`src/fec_defines.svh`:
```
/*
  Constants of the error-correcting codec: code generators, interleaver
  geometry, decoder metric settings and the packet length mode code.
  Assumes inclusion by bare name from the codec module and the testbench.
*/
// Summary of operation
// Coding runs only while the coding enable input is one; else bytes pass.
// Coding is used only in fixed packet length mode, code zero.
// Only data field and CRC pass here; preamble and sync never do.
// Rate one half, constraint length four: two coded bits per data bit.
// Enabled coding always brings interleaving and de-interleaving along.
// Interleaver and de-interleaver are each a four by four bit matrix.
// Transmit writes coded bits by rows and sends them by columns.
// Receive writes symbols by rows and decodes them by columns.
// The decoder recovers payload bits despite a few bit errors.
// Coded transmit appends at least one trellis termination byte.
// One or two pad bytes make the coded byte count even.
// Receive drops termination and pad bytes before the receive FIFO.
// The packet source uses payloads of at least two bytes when coding.
// Encoder clears at each packet start; generators are fixed constants.
`ifndef FEC_DEFINES_SVH
`define FEC_DEFINES_SVH
`define FEC_G0 4'b1101
`define FEC_G1 4'b1111
`define FEC_LEN_FIXED 2'b00
`define FEC_METRIC_INIT 8'h20
`define FEC_GROUP_LAST 4'h7
`define FEC_FLUSH_LAST 4'hE
`define FEC_DELAY_MIN 5'h0F
`define FEC_STEPS_SAT 5'h10
`define FEC_PAD_ODD 2'h1
`define FEC_PAD_EVEN 2'h2
`endif

```
`src/fec_pkg.sv`:
```
/*
  Types shared by the codec: receive sequencer states and decoder words.
  Assumes nothing beyond the constants header.
*/
`default_nettype none
package fec_pkg;
  typedef enum logic [1:0] {
    RX_COLLECT = 2'b00,
    RX_DECODE = 2'b01,
    RX_FLUSH = 2'b10
  } rx_state_e;
  typedef logic [7:0] metric_t;
  typedef logic [15:0] surv_t;
endpackage
`default_nettype wire

```
`src/fec_interleave_codec.sv`:
```
/*
  Error-correcting codec: convolutional encoder with 4x4 interleaver on
  transmit, de-interleaver and hard-decision Viterbi decoder on receive,
  each output behind a two-entry buffer.
  Assumes the packet handler feeds only data field and CRC bytes, on MCLK.
*/
`timescale 1ns/100ps
`default_nettype none
`include "fec_defines.svh"

module fec_pair_buf #(
  parameter int WIDTH = 9
) (
  input wire logic clk,
  input wire logic rst,
  input wire logic in_valid,
  output logic in_ready,
  input wire logic [WIDTH-1:0] in_data,
  output logic out_valid,
  input wire logic out_ready,
  output logic [WIDTH-1:0] out_data
);
  logic [WIDTH-1:0] mem_reg [2];
  logic wr_reg, wr_next, rd_reg, rd_next;
  logic [1:0] cnt_reg, cnt_next;
  logic wr_en, rd_en;

  always_comb begin
    in_ready = cnt_reg != 2'h2;
    out_valid = cnt_reg != 2'h0;
    out_data = mem_reg[rd_reg];
    wr_en = in_valid && in_ready;
    rd_en = out_valid && out_ready;
    wr_next = wr_reg ^ wr_en;
    rd_next = rd_reg ^ rd_en;
    cnt_next = cnt_reg + {1'b0, wr_en} - {1'b0, rd_en};
  end

  always_ff @(posedge clk) begin
    if (rst) begin
      wr_reg <= 1'b0;
      rd_reg <= 1'b0;
      cnt_reg <= 2'h0;
    end else begin
      wr_reg <= wr_next;
      rd_reg <= rd_next;
      cnt_reg <= cnt_next;
    end
    if (wr_en) begin
      mem_reg[wr_reg] <= in_data;
    end
  end
endmodule

module fec_interleave_codec #(
  parameter int LEN_W = 8
) (
  input wire logic MCLK,
  input wire logic RST,
  input wire logic CODING_ENABLE,
  input wire logic [1:0] LENGTH_MODE,
  input wire logic [LEN_W-1:0] PACKET_LENGTH,
  input wire logic TX_IN_VALID,
  output logic TX_IN_READY,
  input wire logic [7:0] TX_IN_DATA,
  input wire logic TX_IN_LAST,
  output logic TX_OUT_VALID,
  input wire logic TX_OUT_READY,
  output logic [7:0] TX_OUT_DATA,
  output logic TX_OUT_LAST,
  input wire logic RX_IN_VALID,
  output logic RX_IN_READY,
  input wire logic [7:0] RX_IN_DATA,
  input wire logic RX_IN_LAST,
  output logic RX_OUT_VALID,
  input wire logic RX_OUT_READY,
  output logic [7:0] RX_OUT_DATA,
  output logic RX_OUT_LAST
);
  if (LEN_W < 2 || LEN_W > 16) begin : g_len_check
    $error("LEN_W must lie between 2 and 16");
  end

  // Row write then column read of a 4x4 matrix; the map is its own inverse
  function automatic logic [15:0] transpose(input logic [15:0] x);
    logic [15:0] y;
    y = 16'h0000;
    for (int k = 0; k < 16; k++) begin
      y[15-k] = x[15-(4*(k%4)+k/4)];
    end
    return y;
  endfunction

  function automatic logic [18:0] encode(input logic [7:0] d,
                                         input logic [2:0] s);
    logic [15:0] c;
    logic [3:0] w;
    logic [2:0] st;
    st = s;
    c = 16'h0000;
    for (int i = 0; i < 8; i++) begin
      w = {d[7-i], st};
      c[15-2*i] = ^(w & `FEC_G0); // see R04
      c[14-2*i] = ^(w & `FEC_G1);
      st = {d[7-i], st[2:1]};
    end
    return {transpose(c), st};
  endfunction

  function automatic fec_pkg::metric_t branch(input logic u,
      input logic [2:0] s, input logic [1:0] r);
    logic [3:0] w;
    w = {u, s};
    return {7'h00, (^(w & `FEC_G0)) ^ r[1]}
         + {7'h00, (^(w & `FEC_G1)) ^ r[0]};
  endfunction

  logic coded;
  assign coded = CODING_ENABLE // see R01
    && LENGTH_MODE == `FEC_LEN_FIXED;

  // Transmit path
  logic [15:0] pend_reg, pend_next;
  logic [1:0] pcnt_reg, pcnt_next, pad_reg, pad_next;
  logic [2:0] enc_reg, enc_next;
  logic par_reg, par_next, end_reg, end_next;
  logic txb_ready, tx_push, txb_last;

  always_comb begin
    pend_next = pend_reg;
    pcnt_next = pcnt_reg;
    pad_next = pad_reg;
    enc_next = enc_reg;
    par_next = par_reg;
    end_next = end_reg;
    tx_push = pcnt_reg != 2'h0;
    txb_last = end_reg && pcnt_reg == 2'h1;
    TX_IN_READY = pcnt_reg == 2'h0 && pad_reg == 2'h0;
    if (tx_push) begin
      if (txb_ready) begin
        pend_next = {pend_reg[7:0], 8'h00};
        pcnt_next = pcnt_reg - 2'h1;
        if (txb_last) begin
          end_next = 1'b0;
        end
      end
    end else if (pad_reg != 2'h0) begin
      {pend_next, enc_next} = encode(8'h00, enc_reg);
      pcnt_next = 2'h2;
      pad_next = pad_reg - 2'h1;
      if (pad_reg == 2'h1) begin
        end_next = 1'b1;
        enc_next = 3'h0;
      end
    end else if (TX_IN_VALID) begin
      if (coded) begin
        {pend_next, enc_next} = encode(TX_IN_DATA, enc_reg);
        pcnt_next = 2'h2;
        par_next = ~par_reg;
        if (TX_IN_LAST) begin
          pad_next = par_reg ? `FEC_PAD_EVEN : `FEC_PAD_ODD;
          par_next = 1'b0;
        end
      end else begin
        pend_next = {TX_IN_DATA, 8'h00};
        pcnt_next = 2'h1;
        end_next = TX_IN_LAST;
        enc_next = 3'h0;
        par_next = 1'b0;
      end
    end
  end

  always_ff @(posedge MCLK) begin
    if (RST) begin
      pend_reg <= 16'h0000;
      pcnt_reg <= 2'h0;
      pad_reg <= 2'h0;
      enc_reg <= 3'h0;
      par_reg <= 1'b0;
      end_reg <= 1'b0;
    end else begin
      pend_reg <= pend_next;
      pcnt_reg <= pcnt_next;
      pad_reg <= pad_next;
      enc_reg <= enc_next;
      par_reg <= par_next;
      end_reg <= end_next;
    end
  end

  fec_pair_buf #(.WIDTH(9)) u_tx_buf (
    .clk(MCLK),
    .rst(RST),
    .in_valid(tx_push),
    .in_ready(txb_ready),
    .in_data({txb_last, pend_reg[15:8]}),
    .out_valid(TX_OUT_VALID),
    .out_ready(TX_OUT_READY),
    .out_data({TX_OUT_LAST, TX_OUT_DATA})
  );

  // Receive path: add-compare-select over the 8 trellis states
  fec_pkg::rx_state_e rs_reg, rs_next;
  fec_pkg::metric_t pm_reg [8], pm_next [8], pm_acs [8];
  fec_pkg::surv_t sv_reg [8], sv_next [8], sv_acs [8];
  fec_pkg::metric_t mn, m0, m1;
  logic [2:0] nsv, p0, p1, best;
  logic [15:0] sym_reg, sym_next;
  logic [7:0] pair_reg, pair_next, asm_reg, asm_next, rxb_data;
  logic half_reg, half_next, last_reg, last_next;
  logic [3:0] cnt_reg, cnt_next;
  logic [4:0] steps_reg, steps_next;
  logic [2:0] acnt_reg, acnt_next;
  logic [LEN_W-1:0] nb_reg, nb_next;
  logic rxb_ready, rxb_push, rxb_last, emit, ebit;

  always_comb begin
    mn = pm_reg[0];
    for (int s = 1; s < 8; s++) begin
      if (pm_reg[s] < mn) begin
        mn = pm_reg[s];
      end
    end
    nsv = 3'h0;
    p0 = 3'h0;
    p1 = 3'h0;
    m0 = 8'h00;
    m1 = 8'h00;
    for (int ns = 0; ns < 8; ns++) begin
      nsv = 3'(ns);
      p0 = {nsv[1:0], 1'b0};
      p1 = {nsv[1:0], 1'b1};
      m0 = pm_reg[p0] - mn + branch(nsv[2], p0, sym_reg[15:14]);
      m1 = pm_reg[p1] - mn + branch(nsv[2], p1, sym_reg[15:14]);
      if (m1 < m0) begin
        pm_acs[ns] = m1;
        sv_acs[ns] = {sv_reg[p1][14:0], nsv[2]};
      end else begin
        pm_acs[ns] = m0;
        sv_acs[ns] = {sv_reg[p0][14:0], nsv[2]};
      end
    end
    best = 3'h0;
    for (int s = 1; s < 8; s++) begin
      if (pm_acs[s] < pm_acs[best]) begin
        best = 3'(s);
      end
    end
  end

  always_comb begin
    rs_next = rs_reg;
    pm_next = pm_reg;
    sv_next = sv_reg;
    sym_next = sym_reg;
    pair_next = pair_reg;
    half_next = half_reg;
    last_next = last_reg;
    cnt_next = cnt_reg;
    steps_next = steps_reg;
    asm_next = asm_reg;
    acnt_next = acnt_reg;
    nb_next = nb_reg;
    RX_IN_READY = 1'b0;
    rxb_push = 1'b0;
    rxb_data = RX_IN_DATA;
    rxb_last = RX_IN_LAST;
    emit = 1'b0;
    ebit = 1'b0;
    unique case (rs_reg)
      fec_pkg::RX_COLLECT: begin
        if (!coded) begin
          RX_IN_READY = rxb_ready;
          rxb_push = RX_IN_VALID;
        end else begin
          RX_IN_READY = 1'b1;
          if (RX_IN_VALID && !half_reg) begin
            pair_next = RX_IN_DATA;
            half_next = 1'b1;
          end else if (RX_IN_VALID) begin
            sym_next = transpose({pair_reg, RX_IN_DATA});
            half_next = 1'b0;
            last_next = RX_IN_LAST;
            cnt_next = 4'h0;
            rs_next = fec_pkg::RX_DECODE;
          end
        end
      end
      fec_pkg::RX_DECODE: begin
        if (rxb_ready) begin
          pm_next = pm_acs;
          sv_next = sv_acs;
          sym_next = {sym_reg[13:0], 2'b00};
          if (steps_reg != `FEC_STEPS_SAT) begin
            steps_next = steps_reg + 5'h01;
          end
          emit = steps_reg >= `FEC_DELAY_MIN;
          ebit = sv_acs[best][15];
          cnt_next = cnt_reg + 4'h1;
          if (cnt_reg == `FEC_GROUP_LAST) begin
            cnt_next = 4'h0;
            rs_next = last_reg ? fec_pkg::RX_FLUSH : fec_pkg::RX_COLLECT;
          end
        end
      end
      fec_pkg::RX_FLUSH: begin
        if (rxb_ready) begin
          emit = 1'b1;
          ebit = sv_reg[0][14]; // Terminated trellis ends in state zero
          sv_next[0] = {sv_reg[0][14:0], 1'b0};
          cnt_next = cnt_reg + 4'h1;
          if (cnt_reg == `FEC_FLUSH_LAST) begin
            rs_next = fec_pkg::RX_COLLECT;
            for (int s = 0; s < 8; s++) begin
              pm_next[s] = (s == 0) ? 8'h00 : `FEC_METRIC_INIT;
              sv_next[s] = 16'h0000;
            end
            steps_next = 5'h00;
            cnt_next = 4'h0;
            last_next = 1'b0;
          end
        end
      end
      default: begin
        rs_next = fec_pkg::RX_COLLECT;
      end
    endcase
    if (emit) begin
      asm_next = {asm_reg[6:0], ebit};
      acnt_next = acnt_reg + 3'h1;
      if (acnt_reg == 3'h7 && nb_reg < PACKET_LENGTH) begin
        rxb_push = 1'b1;
        rxb_data = {asm_reg[6:0], ebit};
        rxb_last = nb_reg == PACKET_LENGTH - LEN_W'(1);
        nb_next = nb_reg + LEN_W'(1);
      end
    end
    if (rs_reg == fec_pkg::RX_FLUSH && rs_next == fec_pkg::RX_COLLECT) begin
      nb_next = '0;
      acnt_next = 3'h0;
    end
  end

  always_ff @(posedge MCLK) begin
    if (RST) begin
      rs_reg <= fec_pkg::RX_COLLECT;
      for (int s = 0; s < 8; s++) begin
        pm_reg[s] <= (s == 0) ? 8'h00 : `FEC_METRIC_INIT;
        sv_reg[s] <= 16'h0000;
      end
      sym_reg <= 16'h0000;
      pair_reg <= 8'h00;
      half_reg <= 1'b0;
      last_reg <= 1'b0;
      cnt_reg <= 4'h0;
      steps_reg <= 5'h00;
      asm_reg <= 8'h00;
      acnt_reg <= 3'h0;
      nb_reg <= '0;
    end else begin
      rs_reg <= rs_next;
      pm_reg <= pm_next;
      sv_reg <= sv_next;
      sym_reg <= sym_next;
      pair_reg <= pair_next;
      half_reg <= half_next;
      last_reg <= last_next;
      cnt_reg <= cnt_next;
      steps_reg <= steps_next;
      asm_reg <= asm_next;
      acnt_reg <= acnt_next;
      nb_reg <= nb_next;
    end
  end

  fec_pair_buf #(.WIDTH(9)) u_rx_buf (
    .clk(MCLK),
    .rst(RST),
    .in_valid(rxb_push),
    .in_ready(rxb_ready),
    .in_data({rxb_last, rxb_data}),
    .out_valid(RX_OUT_VALID),
    .out_ready(RX_OUT_READY),
    .out_data({RX_OUT_LAST, RX_OUT_DATA})
  );
endmodule
`default_nettype wire

```
`config.mk`:
```
export PLATFORM = sky130hd
export DESIGN_NAME = fec_interleave_codec
export DESIGN_NICKNAME = d
export VERILOG_FILES = /design/src/fec_pkg.sv /design/src/fec_interleave_codec.sv
export VERILOG_INCLUDE_DIRS = /design/src
export SDC_FILE = /design/constraint.sdc
export NUM_CORES = 1
export LEC_CHECK = 0
export ABC_AREA = 1
export BUFFER_PORTS_ARGS = -buffer_cell sky130_fd_sc_hd__buf_2
export CAP_MARGIN = 30
export CORE_UTILIZATION = 65
export DETAILED_ROUTE_END_ITERATION = 8
export PLACE_DENSITY_LB_ADDON = 0.25
export SYNTH_ARGS = -nofsm -noshare
export SYNTH_HDL_FRONTEND = slang
export SYNTH_SLANG_ARGS = --single-unit
```
`constraint.sdc`:
```
create_clock -name MCLK -period 29.2 [get_ports MCLK]
set_input_delay 2.92 -clock MCLK [delete_from_list [all_inputs] [get_ports MCLK]]
set_output_delay 2.92 -clock MCLK [all_outputs]
set_load 0.02 [all_outputs]
```
# Word-level counts from Yosys, hierarchy flattened
# Memories as Yosys holds them, arrays and structs flattened. A register that Yosys moved wholly into a read port is not among the register bits.
# Index checks and enable logic that the tools add are counted.
# totals
register_bits	272
ramBits	36
input_bits	35
out_inout_bits	22
word_cells	356
memories	2
# classes
add_sub_neg	39
n_lt_le_gt_ge	31
n_eq_ne	22
n_mux	143
bitwise_logic	16
reduce_logical	65
# memory_table
memory	depth	word_bits	read_ports	rd_ports_with_merged_regs	wr	line	rtl
u_rx_buf.mem_reg	2	9	1	1	1	fec_interleave_codec.sv:23	logic [WIDTH-1:0] mem_reg [2];
u_tx_buf.mem_reg	2	9	1	1	1	fec_interleave_codec.sv:23	
# ops
op	n
127-bit two-way mux	3
16-bit two-way mux	19
127-bit one-hot mux with 2 select lines	1
8-bit two-way mux	29
64-bit two-way mux	3
8-bit < comparator	23
8-bit binary-select mux with 3-bit select	6
64-bit one-hot mux with 2 select lines	1
8-bit adder	12
4-bit XOR reduction	21
8-bit subtractor	8
16-bit binary-select mux with 3-bit select	1
2-bit two-way mux	18
1-bit two-way mux	35
8-bit by 2-bit adder with 8-bit output	4
16-bit one-hot mux with 2 select lines	1
4-bit greater-or-equal comparator (second input constant)	7
4-bit two-way mux	7
3-bit NOT with 4-bit output	7
3-bit two-way mux	9
2-bit != test (second input constant)	11
2-bit nonzero test	11
5-bit two-way mux	4
5-bit AND reduction	3
33 further kinds	72

# Depth between registers and ports, before layout
# logic_depth
ltp_word	64
ltp_mapped	185

# Cells and area by module
# Synthesis repeated with hierarchy kept, for this count alone.
# unflattened
cells_unflattened	3622
area_unflattened_um2	24245.8
# modules_own_cells
module	n_inst	cells_each	area_per_inst_um2	seq_area_each_um2
fec_interleave_codec	1	3462	22454.0	5004.8
fec_pair_buf	2	80	895.9	620.6

# Least setup slack after synthesis
# No wires, ideal clock.
# synth_timing
path_kind	flip-flop to flip-flop
start	register pm_reg[58] (netlist bit)
end	memory u_rx_buf.mem_reg[0][0] (data pin)
setup_ps	261
t_arrival_ps	23465
required_time_ps	28939
path_slack_ps	5474
path_stages_with_launch	147
path_buffers	16
period_less_slack_ps	23726
cell_sequence	dfxtp_1 -> inv_4 -> ha_1 -> nand2_1 -> inv_2 -> nand2_1 -> nand2_2 -> nand2_4 -> nand2_4 -> buf_6 -> o21ai_0 -> ha_1 -> a21oi_1 -> nor2_1 -> a211oi_1 -> nand2_2 -> buf_4 -> o21ai_0 -> (+111 left out) -> nand2_2 -> inv_1 -> clkbuf_1 -> nor2_1 -> o211ai_1 -> o21ai_0 -> inv_1 -> ha_1 -> a21oi_1 -> nor2_1 -> a211oi_1 -> nand2_4 -> nand2_2 -> nand3_1 -> nand3_1 -> nand3_1 -> nand2_1 -> a21oi_1
# synth_via
elab_chain_len	64
word_cells_on_any_way	108
cone_classes	add/sub: 24; order compare: 22; mux: 55; bitwise: 7
# synth_rtl
element	line	rtl
start: declaration	fec_interleave_codec.sv:205	fec_pkg::metric_t pm_reg [8], pm_next [8], pm_acs [8];
start signal: indexed assignment	fec_interleave_codec.sv:349	pm_reg[s] <= (s == 0) ? 8'h00 : `FEC_METRIC_INIT;
start signal: assignment	fec_interleave_codec.sv:363	pm_reg <= pm_next;
8-bit < comparator	fec_interleave_codec.sv:221	if (pm_reg[s] < mn) begin
8-bit two-way mux	fec_interleave_codec.sv:221	
8-bit < comparator	fec_interleave_codec.sv:221	
8-bit two-way mux	fec_interleave_codec.sv:221	
8-bit < comparator	fec_interleave_codec.sv:221	
8-bit two-way mux	fec_interleave_codec.sv:221	
8-bit < comparator	fec_interleave_codec.sv:221	
8-bit two-way mux	fec_interleave_codec.sv:221	
(+48 left out)	--	
3-bit NOT with 4-bit output (not written as such)	fec_interleave_codec.sv:299	ebit = sv_acs[best][15];
16-bit binary-select mux with 3-bit select *	fec_interleave_codec.sv:299	
16-bit two-way mux (not written as such) * (2 in series)	fec_interleave_codec.sv:299	
1-bit two-way mux *	fec_interleave_codec.sv:291	if (rxb_ready) begin
1-bit one-hot mux with 2 select lines *	fec_interleave_codec.sv:271	unique case (rs_reg)
8-bit two-way mux *	fec_interleave_codec.sv:332	if (acnt_reg == 3'h7 && nb_reg < PACKET_LENGTH) begin
8-bit two-way mux *	fec_interleave_codec.sv:329	if (emit) begin
via rxb_data[0]	fec_interleave_codec.sv:210	logic [7:0] pair_reg, pair_next, asm_reg, asm_next, rxb_data;
end: declaration	fec_interleave_codec.sv:23	
# The timed path passes the listed nets; every way through them passes the cells marked *. The select of a mux whose other input is x is not followed.

# Worst setup path in the final report
# layout_timing
start	register pm_reg[55] (netlist bit)
end	memory u_rx_buf.mem_reg[1][0] (data pin)
# Same word-level chain as after synthesis.

==> results.sh <==
export IMPL_drcViolationCount=1
export IMPL_r2r_end="u_rx_buf.mem_reg[1][0]"
export IMPL_num_antenna_cells=0
export IMPL_hold_violations=0
export IMPL_area_growth_syn_to_layout_pct=7.54
export IMPL_dp_hpwl_um=59500
export IMPL_viasPerCell=6.00
export IMPL_rsz0062_at_grt="no"
export IMPL_syn_inst=3639
export IMPL_setup_violations=0
export IMPL_drt_initial_drc_count=2531
export IMPL_fp_coreArea_um2=36900
export IMPL_wl_um=78300
export IMPL_relSlewSlack_pct=18.3
export IMPL_cpPeakStageDelay_ns=0.52
export IMPL_synth_cell_area_um2=24500
export IMPL_die_y_um=196
export IMPL_r2r_start="pm_reg[55]"
export IMPL_maxCapViolCount=0
export IMPL_cp_end_kind="flop"
export IMPL_worst_endpoint_required_ns=29.62
export IMPL_clk_pin_slew_ns=0.06
export IMPL_ys_top_cells_by_area="dfxtp_1 21%, nand2_1 14%, ha_1 13%"
export IMPL_antenna_found_initial=0
export IMPL_r2r_cells=130
export IMPL_synthFlopType="dfxtp_1"
export IMPL_crit_start="pm_reg[55]"
export IMPL_largest_reg_flops=106
export IMPL_gp_congestion=1.09
export IMPL_finClkSkew_ns=0.0192
export IMPL_endpoint="u_rx_buf.mem_reg[1][0]"
export IMPL_grt_usage_pct=40.0
export IMPL_multi_input_area_um2=16000
export IMPL_synth_seq_area_share_pct=25.5
export IMPL_dpl_instance_area_um2=25200
export IMPL_grt_pass1_wl_um=123000
export IMPL_grt_overflow_total=0
export IMPL_ant_nets=0
export IMPL_layout_drive_gt1_share_pct=8.65
export IMPL_maxSlewViolCount=0
export IMPL_cts_tree="done"
export IMPL_dieArea_um2=38500
export IMPL_syn_nets=3935
export IMPL_ys_seq_elements=294
export IMPL_violations="DRC"
export IMPL_worst_slew_pin_slew_ns=1.21
export IMPL_syn_area_per_cell_um2=6.74
export IMPL_root_buffer="clkbuf_16"
export IMPL_port_buffers=56
export IMPL_min_period_ns=27.15
export IMPL_fmax_mhz=36.8
export IMPL_final_area_um2=26400
export IMPL_grt_pass1_vias=23700
export IMPL_synth_top_area_cell="dfxtp_1"
export IMPL_status="finished, violations left"
export IMPL_cpMostUsedCell="ha_1"
export IMPL_dp_cells=4129
export IMPL_synth_edf_count=36
export IMPL_synth_distinct_cells=56
export IMPL_register_area_um2=6250
export IMPL_ys_warn_count=0
export IMPL_fin_tns_setup_ns=0
export IMPL_path_class="reg -> reg"
export IMPL_critical_path_slowest_cell="a211oi_1"
export IMPL_wl_per_cell_um=18.7
export IMPL_drtPass1Iterations=9
export IMPL_start_util_pct=66.5
export IMPL_die_width_um=196
export IMPL_final_core_util_pct=71.5
export IMPL_crit_fanout=24
export IMPL_io_pins=57
export IMPL_grt_max_degree=99
export IMPL_yosys_area_top_type_share_pct=21.1
export IMPL_cts_max_level=1
export IMPL_fin_crit_sh_pct=93.0
export IMPL_setup_worst_path_start_class="flop"
export IMPL_cts_max_path_buffers=3
export IMPL_cts_sinks=294
export IMPL_rows=70
export IMPL_post_cts_buffers=0
export IMPL_vias=25200
export IMPL_clkLatencyLatePin_ns=0.59
export IMPL_nNetsFinal=3958
export IMPL_fin_cells=4191
export IMPL_async_reset_ff_share_pct=0
export IMPL_regToRegSetupSlack_ns=2.05
export IMPL_hold_class="reg -> reg"
export IMPL_fill_cells=3126
export IMPL_critPathArrivalTime_ns=27.57
export IMPL_cts_buffers=31
cells in the mapped netlist, types with 3 or more instances:
| cell type | count |
|---|---|
| nand2_2 | 64 |
| o22ai_1 | 12 |
| nand2_1 | 915 |
| buf_6 | 13 |
| o21ai_1 | 11 |
| nand3_2 | 11 |
| xnor2_1 | 49 |
| a211oi_1 | 23 |
| o21bai_1 | 10 |
| inv_2 | 13 |
| inv_1 | 409 |
| o211ai_1 | 57 |
| xor2_1 | 107 |
| nand2_4 | 21 |
| a21oi_1 | 422 |
| o21ai_0 | 302 |
| clkinv_1 | 6 |
| fa_1 | 16 |
| nor2_2 | 4 |
| nand3_1 | 162 |
| nor2_1 | 219 |
| o221ai_1 | 4 |
| a311oi_1 | 3 |
| buf_1 | 6 |
| o21a_1 | 9 |
| a21o_1 | 5 |
| dfxtp_1 | 258 |
| nor3_1 | 17 |
| clkbuf_8 | 7 |
| a31oi_1 | 23 |
| a32o_1 | 6 |
| edfxtp_1 | 36 |
| o31ai_1 | 6 |
| buf_4 | 7 |
| clkbuf_1 | 100 |
| nand4_1 | 23 |
| ha_1 | 245 |
| or2_2 | 16 |
layout by cell type, fill, tap and decap left out, types with 6 or more instances in the layout:
cell type | netlist | layout
a31oi_1 | 23 | 23
buf_4 | 7 | 60
a32o_1 | 6 | 6
a211oi_1 | 23 | 20
xor2_1 | 107 | 107
ha_1 | 245 | 245
nor2_1 | 219 | 218
nand2_1 | 915 | 913
o21a_1 | 9 | 9
o21ai_1 | 11 | 12
dfxtp_1 | 258 | 258
clkbuf_16 | 0 | 31
clkinv_2 | 1 | 6
o211ai_1 | 57 | 57
nor3_1 | 17 | 17
o22ai_1 | 12 | 12
nand4_1 | 23 | 23
nand3_1 | 162 | 162
nand3_2 | 11 | 11
clkinv_1 | 6 | 8
o21ai_0 | 302 | 301
clkbuf_1 | 100 | 8
o31ai_1 | 6 | 6
nand2_4 | 21 | 22
o21bai_1 | 10 | 10
nand2_2 | 64 | 65
edfxtp_1 | 36 | 36
inv_2 | 13 | 14
buf_2 | 0 | 58
inv_1 | 409 | 407
a21oi_1 | 422 | 422
xnor2_1 | 49 | 49
or2_2 | 16 | 16
fa_1 | 16 | 16
layer usage:
| metal | share of wire [%] | track usage, % | up-vias | routed length (um) |
|---|---|---|---|---|
| met4 | 5.7 | 21.8 | 0 | 4470 |
| met1 | 40 | 51.2 | 11600 | 31300 |
| li1 | - | - | 12100 | - |
| met5 | 0 | 0 | - | 0 |
| met2 | 45 | 65.1 | 1174 | 35000 |
| met3 | 9.5 | 5.59 | 266 | 7470 |
area by class of cell:
class	instances	area share (%)
flip-flops and latches	294	23.7
clock buffers	42	3.21
repair buffers	123	3.27
multi-input cells	2780	60.5
well taps	504	2.39
inverters	432	6.26
clock inverters	16	0.636
cell families after synthesis:
kind of cell / synth area share, %
flip-flops: 25.5
AND/OR/NAND/NOR: 25.4
XOR/XNOR: 5.57
buffers and inverters: 9.52
adder cells (fa/ha/maj): 13.8
AO/OA/AOI/OAI: 20.2
repair_timing:
item	in CTS	in global routing
hold buffers	0	0
setup endpoints to repair	0	3
hold endpoints to repair	0	0
gates resized for setup	0	7
per-stage QoR:
step	worst slack [ns]	hold WS [ns]
3_5_place_dp	1.94	0.449
2_1_floorplan	5.47	0.420
4_1_cts	1.84	0.464
5_1_grt	0.0525	0.478
6_report	2.05	0.464
3_3_place_gp	1.98	0.436
how the worst min path moves through the flow:
stage	slack, ns	endpoint	depth (start not counted)	start
2_1_floorplan	0.42	u_tx_buf.mem_reg[0][0]	0	pend_reg[8]
3_3_place_gp	0.44	u_rx_buf.cnt_reg[1]	1	u_rx_buf.cnt_reg[1]
3_5_place_dp	0.45	u_tx_buf.mem_reg[1][5]	0	pend_reg[13]
4_1_cts	0.46	pair_reg[2]	2	pair_reg[2]
5_1_grt	0.48	u_tx_buf.mem_reg[1][5]	0	pend_reg[13]
6_report	0.46	pend_reg[6]	2	pend_reg[6]
worst max-delay path, delay by kind of cell, from the launching register on:
kind / cells / cell delay [ns]
AND/OR/NAND/NOR: 52 / 6.84
buffers and inverters: 14 / 2.38
AO/OA/AOI/OAI: 46 / 11.77
flip-flops: 1 / 0.45
adder cells (fa/ha/maj): 18 / 5.49
Power is left out: the tool's default activity adds up to more than one toggle a clock period on the data nets, which glitch-free logic cannot reach.
